`config.mk`:
```
export PLATFORM = sky130hd
export DESIGN_NAME = sbp_uart
export DESIGN_NICKNAME = d
export VERILOG_FILES = /design/src/hw/sbp_baud_gen.v /design/src/hw/sbp_uart.v
export VERILOG_INCLUDE_DIRS = /design/src /design/src/hw
export SDC_FILE = /design/constraint.sdc
export NUM_CORES = 1
export LEC_CHECK = 0
export BUFFER_PORTS_ARGS = -buffer_cell sky130_fd_sc_hd__buf_2
export CORE_AREA = 10 10 140 142
export DETAILED_ROUTE_END_ITERATION = 10
export DIE_AREA = 0 0 150 152
export SLEW_MARGIN = 40
export SYNTH_ARGS = -nofsm -noshare
export SYNTH_HDL_FRONTEND = slang
export SYNTH_SLANG_ARGS = --single-unit
```
`constraint.sdc`:
```
create_clock -name core_clk -period 5.5 [get_ports core_clk]
set_clock_uncertainty 0.2 [all_clocks]
set_input_delay 0.825 -clock core_clk [delete_from_list [all_inputs] [get_ports core_clk]]
set_output_delay 0.825 -clock core_clk [all_outputs]
set_load 0.02 [all_outputs]
```
`src/hw/sbp_map.vh`:
```
// Register map, field positions, reset values and timing constants of the serial byte port.
`ifndef SBP_MAP_VH
`define SBP_MAP_VH
`define SBP_ADDR_W 16
`define SBP_CTRL_OFS 16'hC0E0
`define SBP_FLAGS_OFS 16'hC0E2
`define SBP_BYTE_OFS 16'hC0E4
`define SBP_IRQ_STAT_OFS 16'hC0E6
`define SBP_IRQ_CLR_OFS 16'hC0E8
`define SBP_IRQ_EN_OFS 16'hC0EA
`define SBP_CTRL_RESET 5'h07
`define SBP_CTRL_EN_BIT 0
`define SBP_CTRL_BAUD_HI 3
`define SBP_CTRL_BAUD_LO 1
`define SBP_CTRL_PRESCALE_BIT 4
`define SBP_FLAG_TX_FULL_BIT 0
`define SBP_FLAG_RX_FULL_BIT 1
`define SBP_IRQ_TX_EMPTY_BIT 0
`define SBP_IRQ_RX_FULL_BIT 1
`define SBP_REF_CLK_HZ 48000000
`define SBP_CORE_CLK_HZ 250000000
`define SBP_BASE_BAUD 115200
`define SBP_PRESCALE_DIV 8
`define SBP_DIV_W 19
`endif

```
`src/hw/sbp_baud_gen.v`:
```
// Baud tick generator: one tick per bit time, periods counted in 250 MHz core clock cycles from the 115200 base rate.
`timescale 1ns/1ns
`include "sbp_map.vh"
module sbp_baud_gen (
  core_clk,
  rst_n,
  clk_en,
  restart,
  baud_sel,
  prescale_by_eight,
  bit_tick,
  half_tick
);
  input wire core_clk;
  input wire rst_n;
  input wire clk_en;
  input wire restart;
  input wire [2:0] baud_sel;
  input wire prescale_by_eight;
  output reg bit_tick;
  output reg half_tick;

  localparam [`SBP_DIV_W-1:0] DIV_ONE = {{(`SBP_DIV_W-1){1'b0}}, 1'b1};

  reg [`SBP_DIV_W-1:0] cnt_q;
  wire [`SBP_DIV_W-1:0] period;

  // Rates are 115200 divided by 1, 2, 3, 4, 6, 8, 12 or 16, optionally by eight more.
  // The slowest prescaled rate needs a period above 16 bits, hence the wider counter.
  function [`SBP_DIV_W-1:0] bit_period;
    input [2:0] sel;
    input pre;
    reg [31:0] cycles;
    reg [31:0] div;
    begin
      case (sel)
        3'h0: div = 32'h1;
        3'h1: div = 32'h2;
        3'h2: div = 32'h3;
        3'h3: div = 32'h4;
        3'h4: div = 32'h6;
        3'h5: div = 32'h8;
        3'h6: div = 32'hC;
        default: div = 32'h10;
      endcase
      cycles = (`SBP_CORE_CLK_HZ / `SBP_BASE_BAUD) * div;
      if (pre) begin
        cycles = cycles * `SBP_PRESCALE_DIV;
      end
      bit_period = cycles[`SBP_DIV_W-1:0];
    end
  endfunction

  assign period = bit_period(baud_sel, prescale_by_eight);

  always @(posedge core_clk) begin
    if (!rst_n) begin
      cnt_q <= {`SBP_DIV_W{1'b0}};
      bit_tick <= 1'b0;
      half_tick <= 1'b0;
    end else if (clk_en) begin
      bit_tick <= 1'b0;
      half_tick <= 1'b0;
      if (restart || cnt_q == period - DIV_ONE) begin
        cnt_q <= {`SBP_DIV_W{1'b0}};
        bit_tick <= !restart;
      end else begin
        cnt_q <= cnt_q + DIV_ONE;
        half_tick <= (cnt_q == {1'b0, period[`SBP_DIV_W-1:1]});
      end
    end
  end
endmodule // sbp_baud_gen

```
`src/hw/sbp_uart.v`:
```
// Serial byte port: register slave, transmitter, receiver, pin sharing and interrupt logic.
//
// Local design decision: the address-and-strobe port.
`timescale 1ns/1ns
`include "sbp_map.vh"
module sbp_uart (
  core_clk,
  rst_n,
  clk_en,
  reg_addr,
  reg_wdata,
  reg_wr,
  reg_rd,
  reg_rdata,
  irq_rx_full,
  irq_tx_empty,
  irq,
  shared_receive_pin,
  shared_transmit_pin_o,
  shared_transmit_pin_oe,
  gpio_owned_by_uart
);
  input wire core_clk;
  input wire rst_n;
  input wire clk_en;
  input wire [`SBP_ADDR_W-1:0] reg_addr;
  input wire [15:0] reg_wdata;
  input wire reg_wr;
  input wire reg_rd;
  output reg [15:0] reg_rdata;
  output reg irq_rx_full;
  output reg irq_tx_empty;
  output reg irq;
  input wire shared_receive_pin;
  output reg shared_transmit_pin_o;
  output reg shared_transmit_pin_oe;
  output reg gpio_owned_by_uart;

  localparam TX_IDLE = 2'h0;
  localparam TX_START = 2'h1;
  localparam TX_DATA = 2'h2;
  localparam TX_STOP = 2'h3;
  localparam RX_IDLE = 2'h0;
  localparam RX_START = 2'h1;
  localparam RX_DATA = 2'h2;
  localparam RX_STOP = 2'h3;

  reg [4:0] ctrl_q;
  reg tx_full_q;
  reg rx_full_q;
  reg [7:0] rx_byte_q;
  reg [1:0] irq_stat_q;
  reg [1:0] irq_en_q;
  reg [1:0] tx_state_q;
  reg [7:0] tx_shift_q;
  reg [2:0] tx_bit_q;
  reg [1:0] rx_state_q;
  reg [7:0] rx_shift_q;
  reg [2:0] rx_bit_q;
  reg rx_meta_q;
  reg rx_sync_q;
  reg tx_done;
  reg rx_done;

  wire uart_on;
  wire wr_ctrl;
  wire wr_byte;
  wire wr_irq_clr;
  wire wr_irq_en;
  wire rd_byte;
  wire tx_bit_tick;
  wire rx_bit_tick;
  wire rx_half_tick;
  wire tx_restart;
  wire rx_restart;
  wire [1:0] irq_event;

  function hit;
    input [`SBP_ADDR_W-1:0] addr;
    input [`SBP_ADDR_W-1:0] ofs;
    begin
      hit = (addr == ofs);
    end
  endfunction

  assign uart_on = ctrl_q[`SBP_CTRL_EN_BIT];
  assign wr_ctrl = reg_wr && hit(reg_addr, `SBP_CTRL_OFS);
  // Writes to the status offset decode to nothing, so neither flag can be touched by software.
  assign wr_byte = reg_wr && hit(reg_addr, `SBP_BYTE_OFS);
  assign wr_irq_clr = reg_wr && hit(reg_addr, `SBP_IRQ_CLR_OFS);
  assign wr_irq_en = reg_wr && hit(reg_addr, `SBP_IRQ_EN_OFS);
  assign rd_byte = reg_rd && hit(reg_addr, `SBP_BYTE_OFS);
  assign tx_restart = (tx_state_q == TX_IDLE);
  assign rx_restart = (rx_state_q == RX_IDLE);

  sbp_baud_gen u_tx_baud (
    .core_clk(core_clk),
    .rst_n(rst_n),
    .clk_en(clk_en),
    .restart(tx_restart),
    .baud_sel(ctrl_q[`SBP_CTRL_BAUD_HI:`SBP_CTRL_BAUD_LO]),
    .prescale_by_eight(ctrl_q[`SBP_CTRL_PRESCALE_BIT]),
    .bit_tick(tx_bit_tick),
    .half_tick()
  );

  sbp_baud_gen u_rx_baud (
    .core_clk(core_clk),
    .rst_n(rst_n),
    .clk_en(clk_en),
    .restart(rx_restart),
    .baud_sel(ctrl_q[`SBP_CTRL_BAUD_HI:`SBP_CTRL_BAUD_LO]),
    .prescale_by_eight(ctrl_q[`SBP_CTRL_PRESCALE_BIT]),
    .bit_tick(rx_bit_tick),
    .half_tick(rx_half_tick)
  );

  // Control register; reserved bits are not stored and read back as zero.
  always @(posedge core_clk) begin
    if (!rst_n) begin
      ctrl_q <= `SBP_CTRL_RESET;
    end else if (clk_en && wr_ctrl) begin
      ctrl_q <= reg_wdata[4:0];
    end
  end

  // Transmitter. A write while busy is dropped: software must wait for transmit-full to fall.
  always @(posedge core_clk) begin
    if (!rst_n) begin
      tx_state_q <= TX_IDLE;
      tx_shift_q <= 8'h00;
      tx_bit_q <= 3'h0;
      tx_full_q <= 1'b0;
      tx_done <= 1'b0;
    end else if (clk_en) begin
      tx_done <= 1'b0;
      if (!uart_on) begin
        tx_state_q <= TX_IDLE;
        tx_full_q <= 1'b0;
      end else begin
        case (tx_state_q)
          TX_IDLE: begin
            if (wr_byte) begin
              tx_shift_q <= reg_wdata[7:0];
              tx_full_q <= 1'b1;
              tx_state_q <= TX_START;
            end
          end
          TX_START: begin
            if (tx_bit_tick) begin
              tx_state_q <= TX_DATA;
              tx_bit_q <= 3'h0;
            end
          end
          TX_DATA: begin
            if (tx_bit_tick) begin
              tx_shift_q <= {1'b0, tx_shift_q[7:1]};
              tx_bit_q <= tx_bit_q + 3'h1;
              if (tx_bit_q == 3'h7) begin
                tx_state_q <= TX_STOP;
              end
            end
          end
          TX_STOP: begin
            if (tx_bit_tick) begin
              tx_state_q <= TX_IDLE;
              tx_full_q <= 1'b0;
              tx_done <= 1'b1;
            end
          end
          default: tx_state_q <= TX_IDLE;
        endcase
      end
    end
  end

  // Two-flop synchroniser on the receive pin.
  always @(posedge core_clk) begin
    if (!rst_n) begin
      rx_meta_q <= 1'b1;
      rx_sync_q <= 1'b1;
    end else if (clk_en) begin
      rx_meta_q <= shared_receive_pin;
      rx_sync_q <= rx_meta_q;
    end
  end

  // Receiver: half-bit check of start, then centre sampling from a restarted bit timer.
  always @(posedge core_clk) begin
    if (!rst_n) begin
      rx_state_q <= RX_IDLE;
      rx_shift_q <= 8'h00;
      rx_bit_q <= 3'h0;
      rx_done <= 1'b0;
    end else if (clk_en) begin
      rx_done <= 1'b0;
      if (!uart_on) begin
        rx_state_q <= RX_IDLE;
      end else begin
        case (rx_state_q)
          RX_IDLE: begin
            if (!rx_sync_q) begin
              rx_state_q <= RX_START;
            end
          end
          RX_START: begin
            if (rx_half_tick) begin
              rx_state_q <= rx_sync_q ? RX_IDLE : RX_DATA;
              rx_bit_q <= 3'h0;
            end
          end
          RX_DATA: begin
            if (rx_half_tick) begin
              rx_shift_q <= {rx_sync_q, rx_shift_q[7:1]};
              rx_bit_q <= rx_bit_q + 3'h1;
              if (rx_bit_q == 3'h7) begin
                rx_state_q <= RX_STOP;
              end
            end
          end
          RX_STOP: begin
            if (rx_half_tick) begin
              rx_state_q <= RX_IDLE;
              rx_done <= rx_sync_q;
            end
          end
          default: rx_state_q <= RX_IDLE;
        endcase
      end
    end
  end

  // Receive buffer; a new byte arriving in the cycle of a read wins and keeps the flag set.
  always @(posedge core_clk) begin
    if (!rst_n) begin
      rx_full_q <= 1'b0;
      rx_byte_q <= 8'h00;
    end else if (clk_en) begin
      if (rx_done) begin
        rx_byte_q <= rx_shift_q;
        rx_full_q <= 1'b1;
      end else if (rd_byte) begin
        rx_full_q <= 1'b0;
      end
    end
  end

  assign irq_event = {rx_done, tx_done};

  // Sticky interrupt status; a new event beats a simultaneous clear.
  always @(posedge core_clk) begin
    if (!rst_n) begin
      irq_stat_q <= 2'h0;
      irq_en_q <= 2'h0;
    end else if (clk_en) begin
      irq_stat_q <= (irq_stat_q & ~(wr_irq_clr ? reg_wdata[1:0] : 2'h0)) | irq_event;
      if (wr_irq_en) begin
        irq_en_q <= reg_wdata[1:0];
      end
    end
  end

  // Read data stand only in the cycle after the read strobe.
  always @(posedge core_clk) begin
    if (!rst_n) begin
      reg_rdata <= 16'h0000;
    end else if (clk_en) begin
      reg_rdata <= 16'h0000;
      if (reg_rd) begin
        case (reg_addr)
          `SBP_CTRL_OFS: reg_rdata <= {11'h000, ctrl_q};
          `SBP_FLAGS_OFS: reg_rdata <= {14'h0000, rx_full_q, tx_full_q};
          `SBP_BYTE_OFS: reg_rdata <= {8'h00, rx_byte_q};
          `SBP_IRQ_STAT_OFS: reg_rdata <= {14'h0000, irq_stat_q};
          `SBP_IRQ_EN_OFS: reg_rdata <= {14'h0000, irq_en_q};
          default: reg_rdata <= 16'h0000;
        endcase
      end
    end
  end

  // Registered outputs; irq_rx_full and irq_tx_empty are levels that follow the flags, while irq follows the sticky status.
  always @(posedge core_clk) begin
    if (!rst_n) begin
      irq_rx_full <= 1'b0;
      irq_tx_empty <= 1'b0;
      irq <= 1'b0;
      shared_transmit_pin_o <= 1'b1;
      shared_transmit_pin_oe <= 1'b0;
      gpio_owned_by_uart <= 1'b0;
    end else if (clk_en) begin
      irq_rx_full <= uart_on && irq_en_q[`SBP_IRQ_RX_FULL_BIT] && rx_full_q;
      irq_tx_empty <= uart_on && irq_en_q[`SBP_IRQ_TX_EMPTY_BIT] && !tx_full_q;
      irq <= |(irq_stat_q & irq_en_q);
      shared_transmit_pin_o <= (tx_state_q == TX_START) ? 1'b0 :
                               (tx_state_q == TX_DATA) ? tx_shift_q[0] : 1'b1;
      shared_transmit_pin_oe <= uart_on;
      gpio_owned_by_uart <= uart_on;
    end
  end
endmodule // sbp_uart

```
---- Yosys cells after proc, flatten, opt, wreduce, memory -nomap -nowiden ----
Index checks and enable logic that the tools add are counted.
cells by class
  eq/ne operators ......................... 39
  add/subtract/negate cells ............... 5
  multiplexer cells ....................... 47
  $mul .................................... 1
  reductions and logical operators ........ 32
  bitwise gates (word level) .............. 4
operator list
  cell                                                                   number
  16-bit == test (second input constant)                                 6
  19-bit two-way mux                                                     3
  8-bit one-hot mux with 5 select lines                                  1
  19-bit by 1-bit adder with 19-bit output (second input constant)       2
  19-bit == test                                                         2
  5-bit one-hot mux with 7 select lines                                  1
  2-bit two-way mux                                                      14
  8-bit two-way mux                                                      3
  19-bit by 18-bit == test with 1-bit output                             1
  19-bit by 1-bit subtractor with 19-bit output (second input constant)  1
  3-bit by 2-bit != test with 1-bit output (second input constant)       6
  11-bit by 5-bit multiplier with 16-bit output (first input constant)   1
  2-bit one-hot mux with 4 select lines                                  2
  8-bit one-hot mux with 2 select lines                                  1
  3-bit == test (second input constant)                                  5
  1-bit two-way mux                                                      15
  5-bit AND reduction                                                    3
  3-bit two-way mux                                                      4
  3-bit != test (second input constant)                                  4
  3-bit one-hot mux with 2 select lines                                  2
  6-bit AND reduction                                                    2
  1-bit logical AND                                                      10
  2-bit == test (second input constant)                                  4
  2-bit by 1-bit != test with 1-bit output (second input constant)       4
  other kinds (18)                                                       31
word-level totals
  output and inout bits ................... 22
  bits in registers ....................... 110
  input bits .............................. 38
  word-level logic and storage cells ...... 154

---- Depth between registers and ports, before layout ----
Gate-level depths: netlist of run 1.
  word-level depth ........................ 8
  mapped depth ............................ 23
  mapped depth without buffers ............ 18

---- Modules after synthesis ----
From an unflattened synthesis of run 1, not the netlist that was laid out.
second synthesis, totals
  cells, all modules ...................... 1303
  area, all modules ....................... 9781.9 µm²
modules (own cells, without submodules)
  module                    area an instance (µm²)  cells each  times used  sequential area each (µm²)
  sbp_baud_gen (u_rx_baud)  3540.9                  509         1           420.4
  sbp_baud_gen (u_tx_baud)  3170.5                  452         1           420.4
  sbp_uart                  3070.4                  342         1           1241.2

---- Worst setup path before layout of run 1 ----
No wires, ideal clock.
  path type ............................... reg-to-reg
  start point ............................. register ctrl_q[3]
  end point ............................... register u_tx_baud.cnt_q[10]
  setup slack ............................. 0.663 ns
  data arrival time ....................... 4.499 ns
  required time ........................... 5.162 ns
  stages on the path, launching flop included .. 23
  period minus slack after synthesis ...... 4.837 ns
  setup time .............................. 0.138 ns
  buffers on the path ..................... 4
  cells stage by stage .................... dfxtp_1 buf_4 buf_6 nor2b_1 a21oi_2 inv_2 ha_1 inv_1 fa_1 inv_1 ha_1 ha_1 nand2_1 a21o_1 a211oi_2 buf_4 a2bb2oi_1 nor2_1 nor3_2 nand4_2 nor4_4 buf_6 nor3_2
between the ends
  longest elaborated chain between the ends .. 8
  elaborated cells on any way between the ends .. 14
  those cells by class .................... add/sub: 1; mul: 1; eq/ne: 7; mux: 3; reduce/logical: 2
ends and longest elaborated chain
  item                                             RTL line           source
  from (decl)                                      sbp_uart.v:48      reg [4:0] ctrl_q;
  from (signal assigned)                           sbp_uart.v:121     ctrl_q <= `SBP_CTRL_RESET;
  from (signal assigned)                           sbp_uart.v:123     ctrl_q <= reg_wdata[4:0];
  3-bit == test (tied with other cells)            sbp_baud_gen.v:36  case (sel)
  5-bit one-hot mux with 7 select lines *          sbp_baud_gen.v:36
  11-bit by 5-bit multiplier with 16-bit output *  sbp_baud_gen.v:46  cycles = (`SBP_CORE_CLK_HZ / `SBP_BASE_BAUD) * div;
  19-bit two-way mux *                             sbp_baud_gen.v:47  if (pre) begin
  19-bit by 1-bit subtractor with 19-bit output *  sbp_baud_gen.v:64  if (restart || cnt_q == period - DIV_ONE) begin
  19-bit == test *                                 sbp_baud_gen.v:64
  1-bit logical OR *                               sbp_baud_gen.v:64
  19-bit two-way mux *                             sbp_baud_gen.v:64
  to (signal assigned)                             sbp_baud_gen.v:58  cnt_q <= {`SBP_DIV_W{1'b0}};
  to (signal assigned)                             sbp_baud_gen.v:65  cnt_q <= {`SBP_DIV_W{1'b0}};
  to (signal assigned)                             sbp_baud_gen.v:68  cnt_q <= cnt_q + DIV_ONE;
  to (decl)                                        sbp_baud_gen.v:25  reg [`SBP_DIV_W-1:0] cnt_q;
Every way passes the cells marked *; elsewhere a longest branch is shown, timed or not.
A chain may end at the register's enable or synchronous reset.

---- Worst setup path in the final report of run 1 ----
  start point ............................. register ctrl_q[1]
  end point ............................... register u_rx_baud.cnt_q[8]
between the ends
  longest elaborated chain between the ends .. 8
  elaborated cells on any way between the ends .. 14
  those cells by class .................... add/sub: 1; mul: 1; eq/ne: 7; mux: 3; reduce/logical: 2
ends and longest elaborated chain
  item                                             RTL line
  3-bit == test (tied with other cells)            sbp_baud_gen.v:36
  5-bit one-hot mux with 7 select lines *          sbp_baud_gen.v:36
  11-bit by 5-bit multiplier with 16-bit output *  sbp_baud_gen.v:46
  19-bit two-way mux *                             sbp_baud_gen.v:47
  19-bit by 1-bit subtractor with 19-bit output *  sbp_baud_gen.v:64
  19-bit == test *                                 sbp_baud_gen.v:64
  1-bit logical OR *                               sbp_baud_gen.v:64
  19-bit two-way mux *                             sbp_baud_gen.v:64
  to (signal assigned)                             sbp_baud_gen.v:58
  to (signal assigned)                             sbp_baud_gen.v:65
  to (signal assigned)                             sbp_baud_gen.v:68
  to (decl)                                        sbp_baud_gen.v:25
Marked as above.

==> results of run 1 <==
how the worst max path moves through the flow:
| stage | endpoint | slack (ns) | from | cells after the start |
|---|---|---|---|---|
| after global routing | u_rx_baud.cnt_q[8] | 0.006 | ctrl_q[1] | 21 |
| after floorplan | u_tx_baud.cnt_q[10] | 0.66 | ctrl_q[3] | 22 |
| after global placement | u_rx_baud.cnt_q[15] | 0.35 | ctrl_q[1] | 20 |
| after CTS | u_rx_baud.cnt_q[8] | 0.25 | ctrl_q[1] | 20 |
| after detailed placement | u_rx_baud.cnt_q[8] | 0.29 | ctrl_q[1] | 20 |
| final | u_rx_baud.cnt_q[8] | 0.35 | ctrl_q[1] | 20 |
worst register-to-register path, cell delays in order, from the launching register on:
cell	delay [ns]
dfxtp_2	0.42
xor2_1	0.21
nand2_1	0.12
inv_1	0.10
ha_1	0.22
inv_1	0.08
fa_1	0.47
inv_1	0.05
ha_1	0.29
ha_1	0.40
nand2_1	0.13
a21o_1	0.23
a211oi_4	0.35
buf_4	0.24
xnor2_1	0.12
o311ai_0	0.14
a2111oi_1	0.47
nand4_1	0.18
o21bai_1	0.18
buf_4	0.27
a21oi_1	0.11
cell type report:
cell class | instances | area, um2
Tap cell | 225 | 282
Multi-Input combinational cell | 729 | 4930
Sequential cell | 102 | 2050
Timing Repair Buffer | 69 | 414
Clock buffer | 9 | 225
Clock inverter | 7 | 106
Fill cell | 1706 | 8820
Inverter | 29 | 109
cell families (layout without fill, tap and decap cells):
group	Yosys count	in the layout	synth area share [%]
DFF	102	102	27.5
buffers and inverters	104	114	6.57
other	1	10	0.0506
and+or+nand+nor	379	379	27.5
adders and majority gates	34	34	6.04
xor gates and xnor gates	76	76	9.17
muxes	28	28	3.81
AOI/OAI and AO/OA	202	202	19.3
registers in the layout, summed over array words and instances (netlist names), 2 cells and up:
register         count
rx_bit_q             3
ctrl_q               5
tx_state_q           2
reg_rdata            8
tx_shift_q           8
rx_shift_q           8
u_rx_baud.cnt_q     19
irq_stat_q           2
rx_byte_q            8
irq_en_q             2
rx_state_q           2
u_tx_baud.cnt_q     19
tx_bit_q             3
through the flow:
step,util [%],area [um2]
after global routing,47.9,8110
after detailed placement,45.8,7760
after global placement,45.8,7760
final,47.9,8110
after CTS,47.8,8090
after floorplan,-,7450
layer usage:
| layer | GRT usage [%] | share of wire (%) | vias to the layer above |
|---|---|---|---|
| li1 | - | - | 3285 |
| met1 | 23.1 | 47 | 3080 |
| met2 | 27.0 | 45 | 174 |
| met3 | 3.24 | 5.3 | 40 |
| met4 | 6.34 | 2.7 | 0 |
| met5 | 0 | 0 | - |
Yosys cell counts (5+ instances only):
master,instances
nor3_2,11
a31oi_1,5
a211oi_1,6
buf_1,5
mux2i_1,26
a32oi_1,7
a21oi_1,45
o211ai_1,7
a21o_1,6
nor2_1,35
o21ai_0,33
a2111oi_0,6
a21boi_0,25
nor3b_1,7
a22oi_1,10
xnor2_1,46
and3_1,19
nor3_1,23
nand2b_1,13
nand3_1,35
clkbuf_1,41
buf_4,14
and2_1,18
nand4_1,17
dfxtp_1,102
xor2_1,29
buf_2,11
a221oi_1,6
nor2b_1,35
nand2_1,127
inv_1,25
ha_1,31
or3_1,6
what timing repair did:
item                       4_1_cts  5_1_grt
hold endpoints to repair         0        0
gates resized for setup          0        6
setup endpoints to repair        0       20
power by group through the flow:
stage               Clock [mW]  Sequential [mW]  Combinational [mW]
global route             0.760            0.742              0.0993
floorplan                    0            0.760              0.0619
global placement             0            0.759              0.0892
detailed placement           0            0.759              0.0894
finish                   0.715            0.742              0.0896
CTS                      0.732            0.742              0.0897
cell usage in the layout (no fill, tap or decap), drive strengths merged, types with 7 or more instances in the layout:
master / count
nand2: 128
dfxtp: 102
buf: 69
xnor2: 46
a21oi: 46
o21ai: 37
nor2b: 36
nor2: 35
nand3: 35
nor3: 34
ha: 31
inv: 31
xor2: 29
mux2i: 26
a21boi: 25
and3: 19
and2: 18
nand4: 18
nand2b: 13
a22oi: 10
conb: 10
clkbuf: 9
a211oi: 9
or3: 8
a32oi: 7
nor3b: 7
o211ai: 7
a221oi: 7
a2111oi: 7
nor4: 7
==> results.py, run 1 <==
metrics = {
    "run_status": {
        "status": "finished clean",
    },
    "drt": {
        "dr_total_vias": 6579,
        "drtIter0Drc": 396,
        "vias_per_cell": 5.62,
        "ant_nets": 0,
        "drt-total-wl_um": 20000,
        "wl_per_cell_um": 17.1,
        "post-route-drc-count": 0,
        "firstDrtPassIters": 5,
    },
    "floorplan": {
        "dieArea_um2": 22800,
        "die_h_um": 152,
        "start_util_pct": 43.8,
        "std_cell_rows": 48,
        "core_region_area_um2": 16900,
        "io_pins": 60,
        "die_w_um": 150,
    },
    "synth": {
        "synth_warnings": 0,
        "ys_async_sr_fraction_pct": 0,
        "ys_seq_elements": 102,
        "synth_seq_area_share_pct": 27.5,
        "netlist_instances": 926,
        "yosys.area.top_type_share_pct": 27.5,
        "synth_top_area_cell": "dfxtp_1",
        "synth_cell_type_count": 85,
        "syn-mean-instance-area_um2": 8.00,
        "synth.cell_area_um2": 7410,
        "synth_area_leaders": "dfxtp_1 (28%), nand2_1 (6.4%), xnor2_1 (5.4%)",
        "synth_edf_count": 0,
        "synth-main-ff-cell": "dfxtp_1",
    },
    "critical_path": {
        "critPathBufInv": 5,
        "r2r-start": "ctrl_q[1]",
        "r2r_end": "u_rx_baud.cnt_q[8]",
        "r2r_slack_ns": 0.35,
        "ff2ff_path_depth": 20,
        "cp_cell_sequence": "xor2_1 -> nand2_1 -> inv_1 -> ha_1 -> inv_1 -> fa_1 -> inv_1 -> ha_1 -> ha_1 -> nand2_1 -> a21o_1 -> a211oi_4 -> buf_4 -> xnor2_1 -> o311ai_0 -> a2111oi_1 -> nand4_1 -> o21bai_1 -> buf_4 -> a21oi_1",
        "cp-start-kind": "register",
        "max_stage_delay_ns": 0.47,
        "cp.arrival_ns": 5.15,
        "critical_path.slowest_cell": "fa_1",
        "path_class": "register to register",
        "worstSetupEndpointType": "register",
        "path_delay_family": "compound AO/OA/AOI/OAI gates",
        "cp.required_ns": 5.51,
        "crit_path_max_fanout": 20,
    },
    "power_and_ir_drop": {
        "ir_drop_mv": 0.313,
        "fin_total_pwr_mw": 1.55,
        "power.density_nw_per_um2": 191,
        "internal_power_mw": 1.18,
        "sw_frac_of_total_pct": 23.9,
        "power_frac_seq_pct": 48.0,
        "power.leakage_nw": 3.05,
        "clockPowerShare_pct": 46.2,
        "switchingPower_mw": 0.370,
        "pwr-share-comb_pct": 5.8,
    },
    "sta": {
        "setup_violations": 0,
        "hold_slack_ns": 0.268,
        "period_share_pct": 93.6,
        "report.final.slew_viol_count": 0,
        "fmax_ghz": 0.194,
        "period_minus_slack_ns": 5.15,
        "hold_viol": 0,
        "worstMarginPinSlew_ns": 0.754,
        "setup_tns_ns": 0,
        "rsz0062_at_grt": "no",
        "max-slew-margin-rel_pct": 49.7,
        "fin_ws_ns": 0.354,
    },
    "global_routing": {
        "grt_max_degree": 52,
        "grt_antenna_before_repair": 0,
        "grt_usage_pct": 17.3,
        "grt_pass1_wl_um": 32600,
        "gr-total-overflow": 0,
        "grt_pass1_vias": 6221,
    },
    "placed_design": {
        "numPlacedInstances": 1154,
        "place.port_buffers": 43,
        "place_hpwl_um": 14700,
        "detailedPlace.worstSlack_ns": 0.292,
        "gp_congestion": 0.917,
    },
    "clocking": {
        "clockBufferDepth": 2,
        "clk_latency_ns": 0.35,
        "cts_setup_buffers": 0,
        "htree_num_levels": 3,
        "cts_tree": "yes",
        "cts-hold-fix-buffers": 0,
        "cts_buffers": 9,
        "clk_pin_slew_ns": 0.07,
        "clock_sinks": 102,
        "clockRootBuffer": "clkbuf_16",
    },
    "layout": {
        "diodes": 0,
        "nets": 1012,
        "syn2layout_area_growth_pct": 9.45,
        "layout.cells.non_filler": 1170,
        "drive_above_1_share_pct": 13.4,
    },
    "worst_hold_path": {
        "hp-class": "register to register",
        "holdPathStages": 2,
        "whs_endpoint": "tx_bit_q[2]",
        "hp-start": "tx_bit_q[2]",
    },
    "run": {
        "cap_violations": 0,
    },
}
Note: power is estimated with default switching activity, not from simulation.
==> inputs of run 2 (changes only) <==
--- a/config.mk
+++ b/config.mk
@@ -8,7 +8,7 @@
 export LEC_CHECK = 0
 export BUFFER_PORTS_ARGS = -buffer_cell sky130_fd_sc_hd__buf_2
-export CORE_AREA = 10 10 140 142
+export CORE_AREA = 10 10 157 159
 export DETAILED_ROUTE_END_ITERATION = 10
-export DIE_AREA = 0 0 150 152
+export DIE_AREA = 0 0 167 169
 export SLEW_MARGIN = 40
 export SYNTH_ARGS = -nofsm -noshare
==> constraint.sdc (replaced) <==
create_clock -name core_clk -period 5.5 [get_ports core_clk]
set_clock_uncertainty 0.2 [all_clocks]
set_input_delay 1.1 -clock core_clk [delete_from_list [all_inputs] [get_ports core_clk]]
set_output_delay 1.1 -clock core_clk [all_outputs]
set_load 0.02 [all_outputs]
==> results.py, run 2 (synthesis gave the netlist of run 1 again) <==
metrics = {
    "placed_design": {
        "numPlacedInstances": 1207,
        "place_hpwl_um": 14900,
        "place_area_um2": 7820,
        "gp_congestion": 0.946,
        "place.port_buffers": 43,
    },
    "floorplan": {
        "dieArea_um2": 28200,
        "die_h_um": 169,
        "die_w_um": 167,
        "io_pins": 60,
        "start_util_pct": 34.4,
        "std_cell_rows": 54,
        "core_region_area_um2": 21600,
    },
    "layout": {
        "final_cell_mix": "nand2_1 (126), dfxtp_1 (99), xnor2_1 (46)",
        "nets": 1010,
        "syn2layout_area_growth_pct": 9.67,
        "drive_above_1_share_pct": 13.1,
        "diodes": 0,
        "layout_commonest_cell": "nand2_1",
        "post-route-util_pct": 37.7,
        "reg_top3": "u_rx_baud.cnt_q (19), u_tx_baud.cnt_q (19)",
        "layout.cells.non_filler": 1223,
        "design_area_um2": 8130,
    },
    "power_and_ir_drop": {
        "power_frac_seq_pct": 49.6,
        "clockPowerShare_pct": 44.7,
        "pwr-share-comb_pct": 5.8,
        "sw_frac_of_total_pct": 24.5,
        "power.leakage_nw": 3.02,
        "ir_drop_mv": 0.150,
        "internal_power_mw": 1.13,
        "power.density_nw_per_um2": 184,
        "switchingPower_mw": 0.368,
    },
    "clocking": {
        "cts_tree": "yes",
        "clock_sinks": 102,
        "htree_num_levels": 3,
        "clk_pin_slew_ns": 0.08,
        "cts-hold-fix-buffers": 0,
        "clockBufferDepth": 2,
        "cts_buffers": 9,
        "cts_setup_buffers": 0,
        "clk_latency_ns": 0.36,
        "clockRootBuffer": "clkbuf_16",
    },
    "global_routing": {
        "grt_max_degree": 58,
        "met1_usage_pct": 19.0,
        "grt_pass1_vias": 6367,
        "grtUsageMet2_pct": 22.0,
        "gr-max-usage-layer": "met2",
        "gr-total-overflow": 0,
        "grt_usage_pct": 14.1,
        "grt_antenna_before_repair": 0,
        "grt_pass1_wl_um": 33400,
        "grt_use_met3_pct": 2.89,
    },
    "sta": {
        "report.final.slew_viol_count": 0,
        "setup_violations": 0,
        "fmax_ghz": 0.194,
        "rsz0062_at_grt": "no",
        "period_share_pct": 93.8,
        "hold_viol": 0,
        "max-slew-margin-rel_pct": 49.1,
        "worstMarginPinSlew_ns": 0.757,
        "period_minus_slack_ns": 5.16,
        "setup_tns_ns": 0,
    },
    "run": {
        "cap_violations": 0,
    },
    "critical_path": {
        "worstSetupEndpointType": "register",
        "cp.required_ns": 5.51,
        "path_class": "register to register",
        "cp.arrival_ns": 5.17,
        "crit_path_max_fanout": 20,
        "cp-start-kind": "register",
    },
    "drt": {
        "ant_nets": 0,
        "firstDrtPassIters": 5,
        "post-route-drc-count": 0,
        "wl_per_cell_um": 16.4,
        "drtIter0Drc": 494,
        "vias_per_cell": 5.38,
        "dr_total_vias": 6579,
        "drt-total-wl_um": 20100,
    },
    "worst_hold_path": {
        "hp-class": "register to register",
    },
    "run_status": {
        "status": "finished clean",
    },
}
run 2: cell count changes in the layout (fill, tap and decap cells not counted), sizes merged:
cell      before  now
clkinv         1    3
bufinv         2    1
buf           69   67
clkinvlp       2    1
run 2: power by group through the flow:
stage	sequential [mW]	clock, mW	combinational, mW
finish	0.742	0.669	0.0868
global route	0.742	0.716	0.0970
CTS	0.742	0.687	0.0873
detailed placement	0.759	0	0.0869
global placement	0.759	0	0.0868
floorplan	0.760	0	0.0619
run 2: final timing paths:
check | from | to | slack (ns) | cells after the start
max | ctrl_q[1] | u_rx_baud.cnt_q[18] | 0.34 | 20
min | tx_bit_q[2] | tx_bit_q[2] | 0.27 | 2
max reg2reg | ctrl_q[1] | u_rx_baud.cnt_q[18] | 0.34 | 20
min reg2reg | tx_bit_q[2] | tx_bit_q[2] | 0.27 | 2
run 2: metrics by stage:
| stage | hold slack, ns | setup WS [ns] | total power [mW] |
|---|---|---|---|
| 2_1_floorplan | 0.241 | 0.663 | 0.822 |
| 3_3_place_gp | 0.254 | 0.339 | 0.846 |
| 3_5_place_dp | 0.260 | 0.243 | 0.846 |
| 4_1_cts | 0.274 | 0.234 | 1.52 |
| 5_1_grt | 0.298 | 0.000619 | 1.56 |
| 6_report | 0.270 | 0.342 | 1.50 |
run 2: routing by layer:
layer  part of all wire (%)  wire (um)  up-vias
met5                      0          0        -
met4                    1.7        350        0
met3                    5.7       1140       26
met2                     45       9060      176
met1                     47       9520     3087
li1                       -          -     3290
run 2: repair_timing:
item                                   4_1_cts  5_1_grt
setup endpoints to repair                    0       39
resized for setup                            0        4
endpoints found under the hold margin        0        0
run 2: area by class of cell:
cell class                 instances  area [um2]
fill                            2244       13400
sequential                       102        2050
clock buffer                       9         225
inverter                          29         109
timing repair buffer              67         395
tap                              280         350
multi-input combinational        729        4920
clock inverter                     7        82.6
run 2: worst max-delay path: stages, from the launching register on:
cell and delay, ns:
dfxtp_2 0.43, nor2b_1 0.28, a21oi_2 0.11, inv_2 0.07, ha_1 0.19, inv_1 0.12
fa_1 0.50, inv_1 0.05, ha_1 0.29, ha_1 0.38, nand2_1 0.14, a21o_1 0.21
a211oi_2 0.22, buf_4 0.23, a2bb2oi_1 0.33, nor2b_1 0.10, a2111oi_0 0.46, nand4_1 0.16
o21bai_1 0.15, buf_4 0.26, a21oi_1 0.11
==> inputs of run 3 (changes only) <==
Settings changed: PLACE_DENSITY set to 0.54.
==> results.py, run 3 (synthesis gave the netlist of run 1 again) <==
metrics = {
    "global_routing": {
        "grt_max_degree": 59,
        "gr-total-overflow": 0,
        "grt_antenna_before_repair": 0,
        "grt_pass1_vias": 6293,
        "grt_usage_pct": 14.2,
        "grt_pass1_wl_um": 33700,
    },
    "sta": {
        "worstMarginPinSlew_ns": 0.785,
        "hold_viol": 0,
        "period_minus_slack_ns": 5.16,
        "setup_violations": 0,
        "fmax_ghz": 0.194,
        "period_share_pct": 93.9,
        "rsz0062_at_grt": "no",
        "report.final.slew_viol_count": 0,
        "max-slew-margin-rel_pct": 47.5,
        "setup_tns_ns": 0,
        "fin_ws_ns": 0.336,
    },
    "clocking": {
        "cts_setup_buffers": 0,
        "clockRootBuffer": "clkbuf_16",
        "clk_latency_ns": 0.35,
        "clock_sinks": 102,
        "cts-hold-fix-buffers": 0,
        "cts_resized": 0,
        "htree_num_levels": 3,
        "clockBufferDepth": 2,
        "cts_buffers": 9,
        "clk_pin_slew_ns": 0.07,
        "cts_tree": "yes",
    },
    "layout": {
        "nets": 1007,
        "design_area_um2": 8130,
        "drive_above_1_share_pct": 12.8,
        "layout_commonest_cell": "nand2_1",
        "final_cell_mix": "nand2_1 (127), dfxtp_1 (100), xnor2_1 (46)",
        "reg_top3": "u_rx_baud.cnt_q (19), u_tx_baud.cnt_q (19)",
        "syn2layout_area_growth_pct": 9.71,
        "diodes": 0,
        "post-route-util_pct": 37.7,
    },
    "drt": {
        "post-route-drc-count": 0,
        "wl_per_cell_um": 16.7,
        "vias_per_cell": 5.36,
        "firstDrtPassIters": 6,
        "drtIter0Drc": 524,
        "dr_total_vias": 6541,
        "drt-total-wl_um": 20400,
        "ant_nets": 0,
    },
    "worst_hold_path": {
        "hp-class": "register to register",
        "hp-start": "reg_rdata[1]",
    },
    "critical_path": {
        "r2r_slack_ns": 0.34,
        "cp-start-kind": "register",
        "crit_path_max_fanout": 20,
        "cp.arrival_ns": 5.18,
        "r2r-start": "ctrl_q[1]",
        "worstSetupEndpointType": "register",
        "path_class": "register to register",
        "startpoint": "ctrl_q[1]",
        "cp.required_ns": 5.52,
    },
    "run_status": {
        "status": "finished clean",
    },
    "power_and_ir_drop": {
        "power.density_nw_per_um2": 190,
        "ir_drop_mv": 0.194,
        "power.leakage_nw": 3.02,
    },
    "floorplan": {
        "std_cell_rows": 54,
        "die_w_um": 167,
        "dieArea_um2": 28200,
        "start_util_pct": 34.4,
        "io_pins": 60,
        "die_h_um": 169,
        "core_region_area_um2": 21600,
    },
    "placed_design": {
        "gp_congestion": 0.912,
        "detailedPlace.worstSlack_ns": 0.307,
        "place.port_buffers": 43,
        "place_hpwl_um": 15100,
        "place_area_um2": 7790,
    },
    "run": {
        "cap_violations": 0,
    },
}
==> run 3: changes by cell type in the layout (fill, tap and decap cells not counted), sizes merged <==
cell and change:
bufinv +1, clkinv -2, buf -3, clkbuf +1
==> run 3: layout make-up <==
| type | instances | area [um2] |
|---|---|---|
| clock buffers | 10 | 239 |
| clock inverters | 6 | 92.6 |
| fillers | 2237 | 13400 |
| inverters | 29 | 109 |
| multi-input cells | 729 | 4920 |
| flip-flops and latches | 102 | 2040 |
| well taps | 280 | 350 |
| repair buffers | 64 | 375 |
==> run 3: critical path, stage by stage, from the launching register on <==
cell and delay (ns):
dfxtp_1 0.44, xor2_1 0.22, nand2_1 0.14, inv_1 0.12
ha_1 0.20, inv_1 0.11, fa_1 0.50, inv_1 0.05
ha_1 0.19, ha_1 0.46, nand2_1 0.17, a21o_1 0.22
a211oi_2 0.22, buf_4 0.23, a2bb2oi_1 0.36, nor2b_1 0.09
a2111oi_0 0.43, nand4_1 0.15, o21bai_1 0.14, buf_4 0.26
a21oi_1 0.10
==> run 3: worst paths after layout <==
kind / to / depth (start not counted)
worst max-delay path: u_rx_baud.cnt_q[15] / 20
worst min-delay path: reg_rdata[1] / 2
worst max register to register: u_rx_baud.cnt_q[15] / 20
worst min register to register: reg_rdata[1] / 2
==> run 3: through the flow <==
stage / power, mW / instances / hold slack, ns
after floorplan: 0.822 / 935 / 0.241
after global placement: 0.847 / 1204 / 0.259
after detailed placement: 0.847 / 1204 / 0.263
after CTS: 1.56 / 1220 / 0.276
after global routing: 1.60 / 1220 / 0.301
final: 1.54 / 1220 / 0.271
==> run 3: layer usage <==
metal	global-route usage, %	up-vias	share of wire [%]
met5	0	-	0
met4	5.57	0	3.0
met3	2.96	33	4.7
met2	21.6	177	44
met1	19.1	3045	49
li1	-	3286	-
==> run 3: power by group <==
group	internal [mW]	leakage [nW]	switching (mW)
clock	0.416	0.161	0.296
sequential	0.740	0.823	0.00226
combinational	0.0295	2.04	0.0578
total	1.19	3.02	0.357
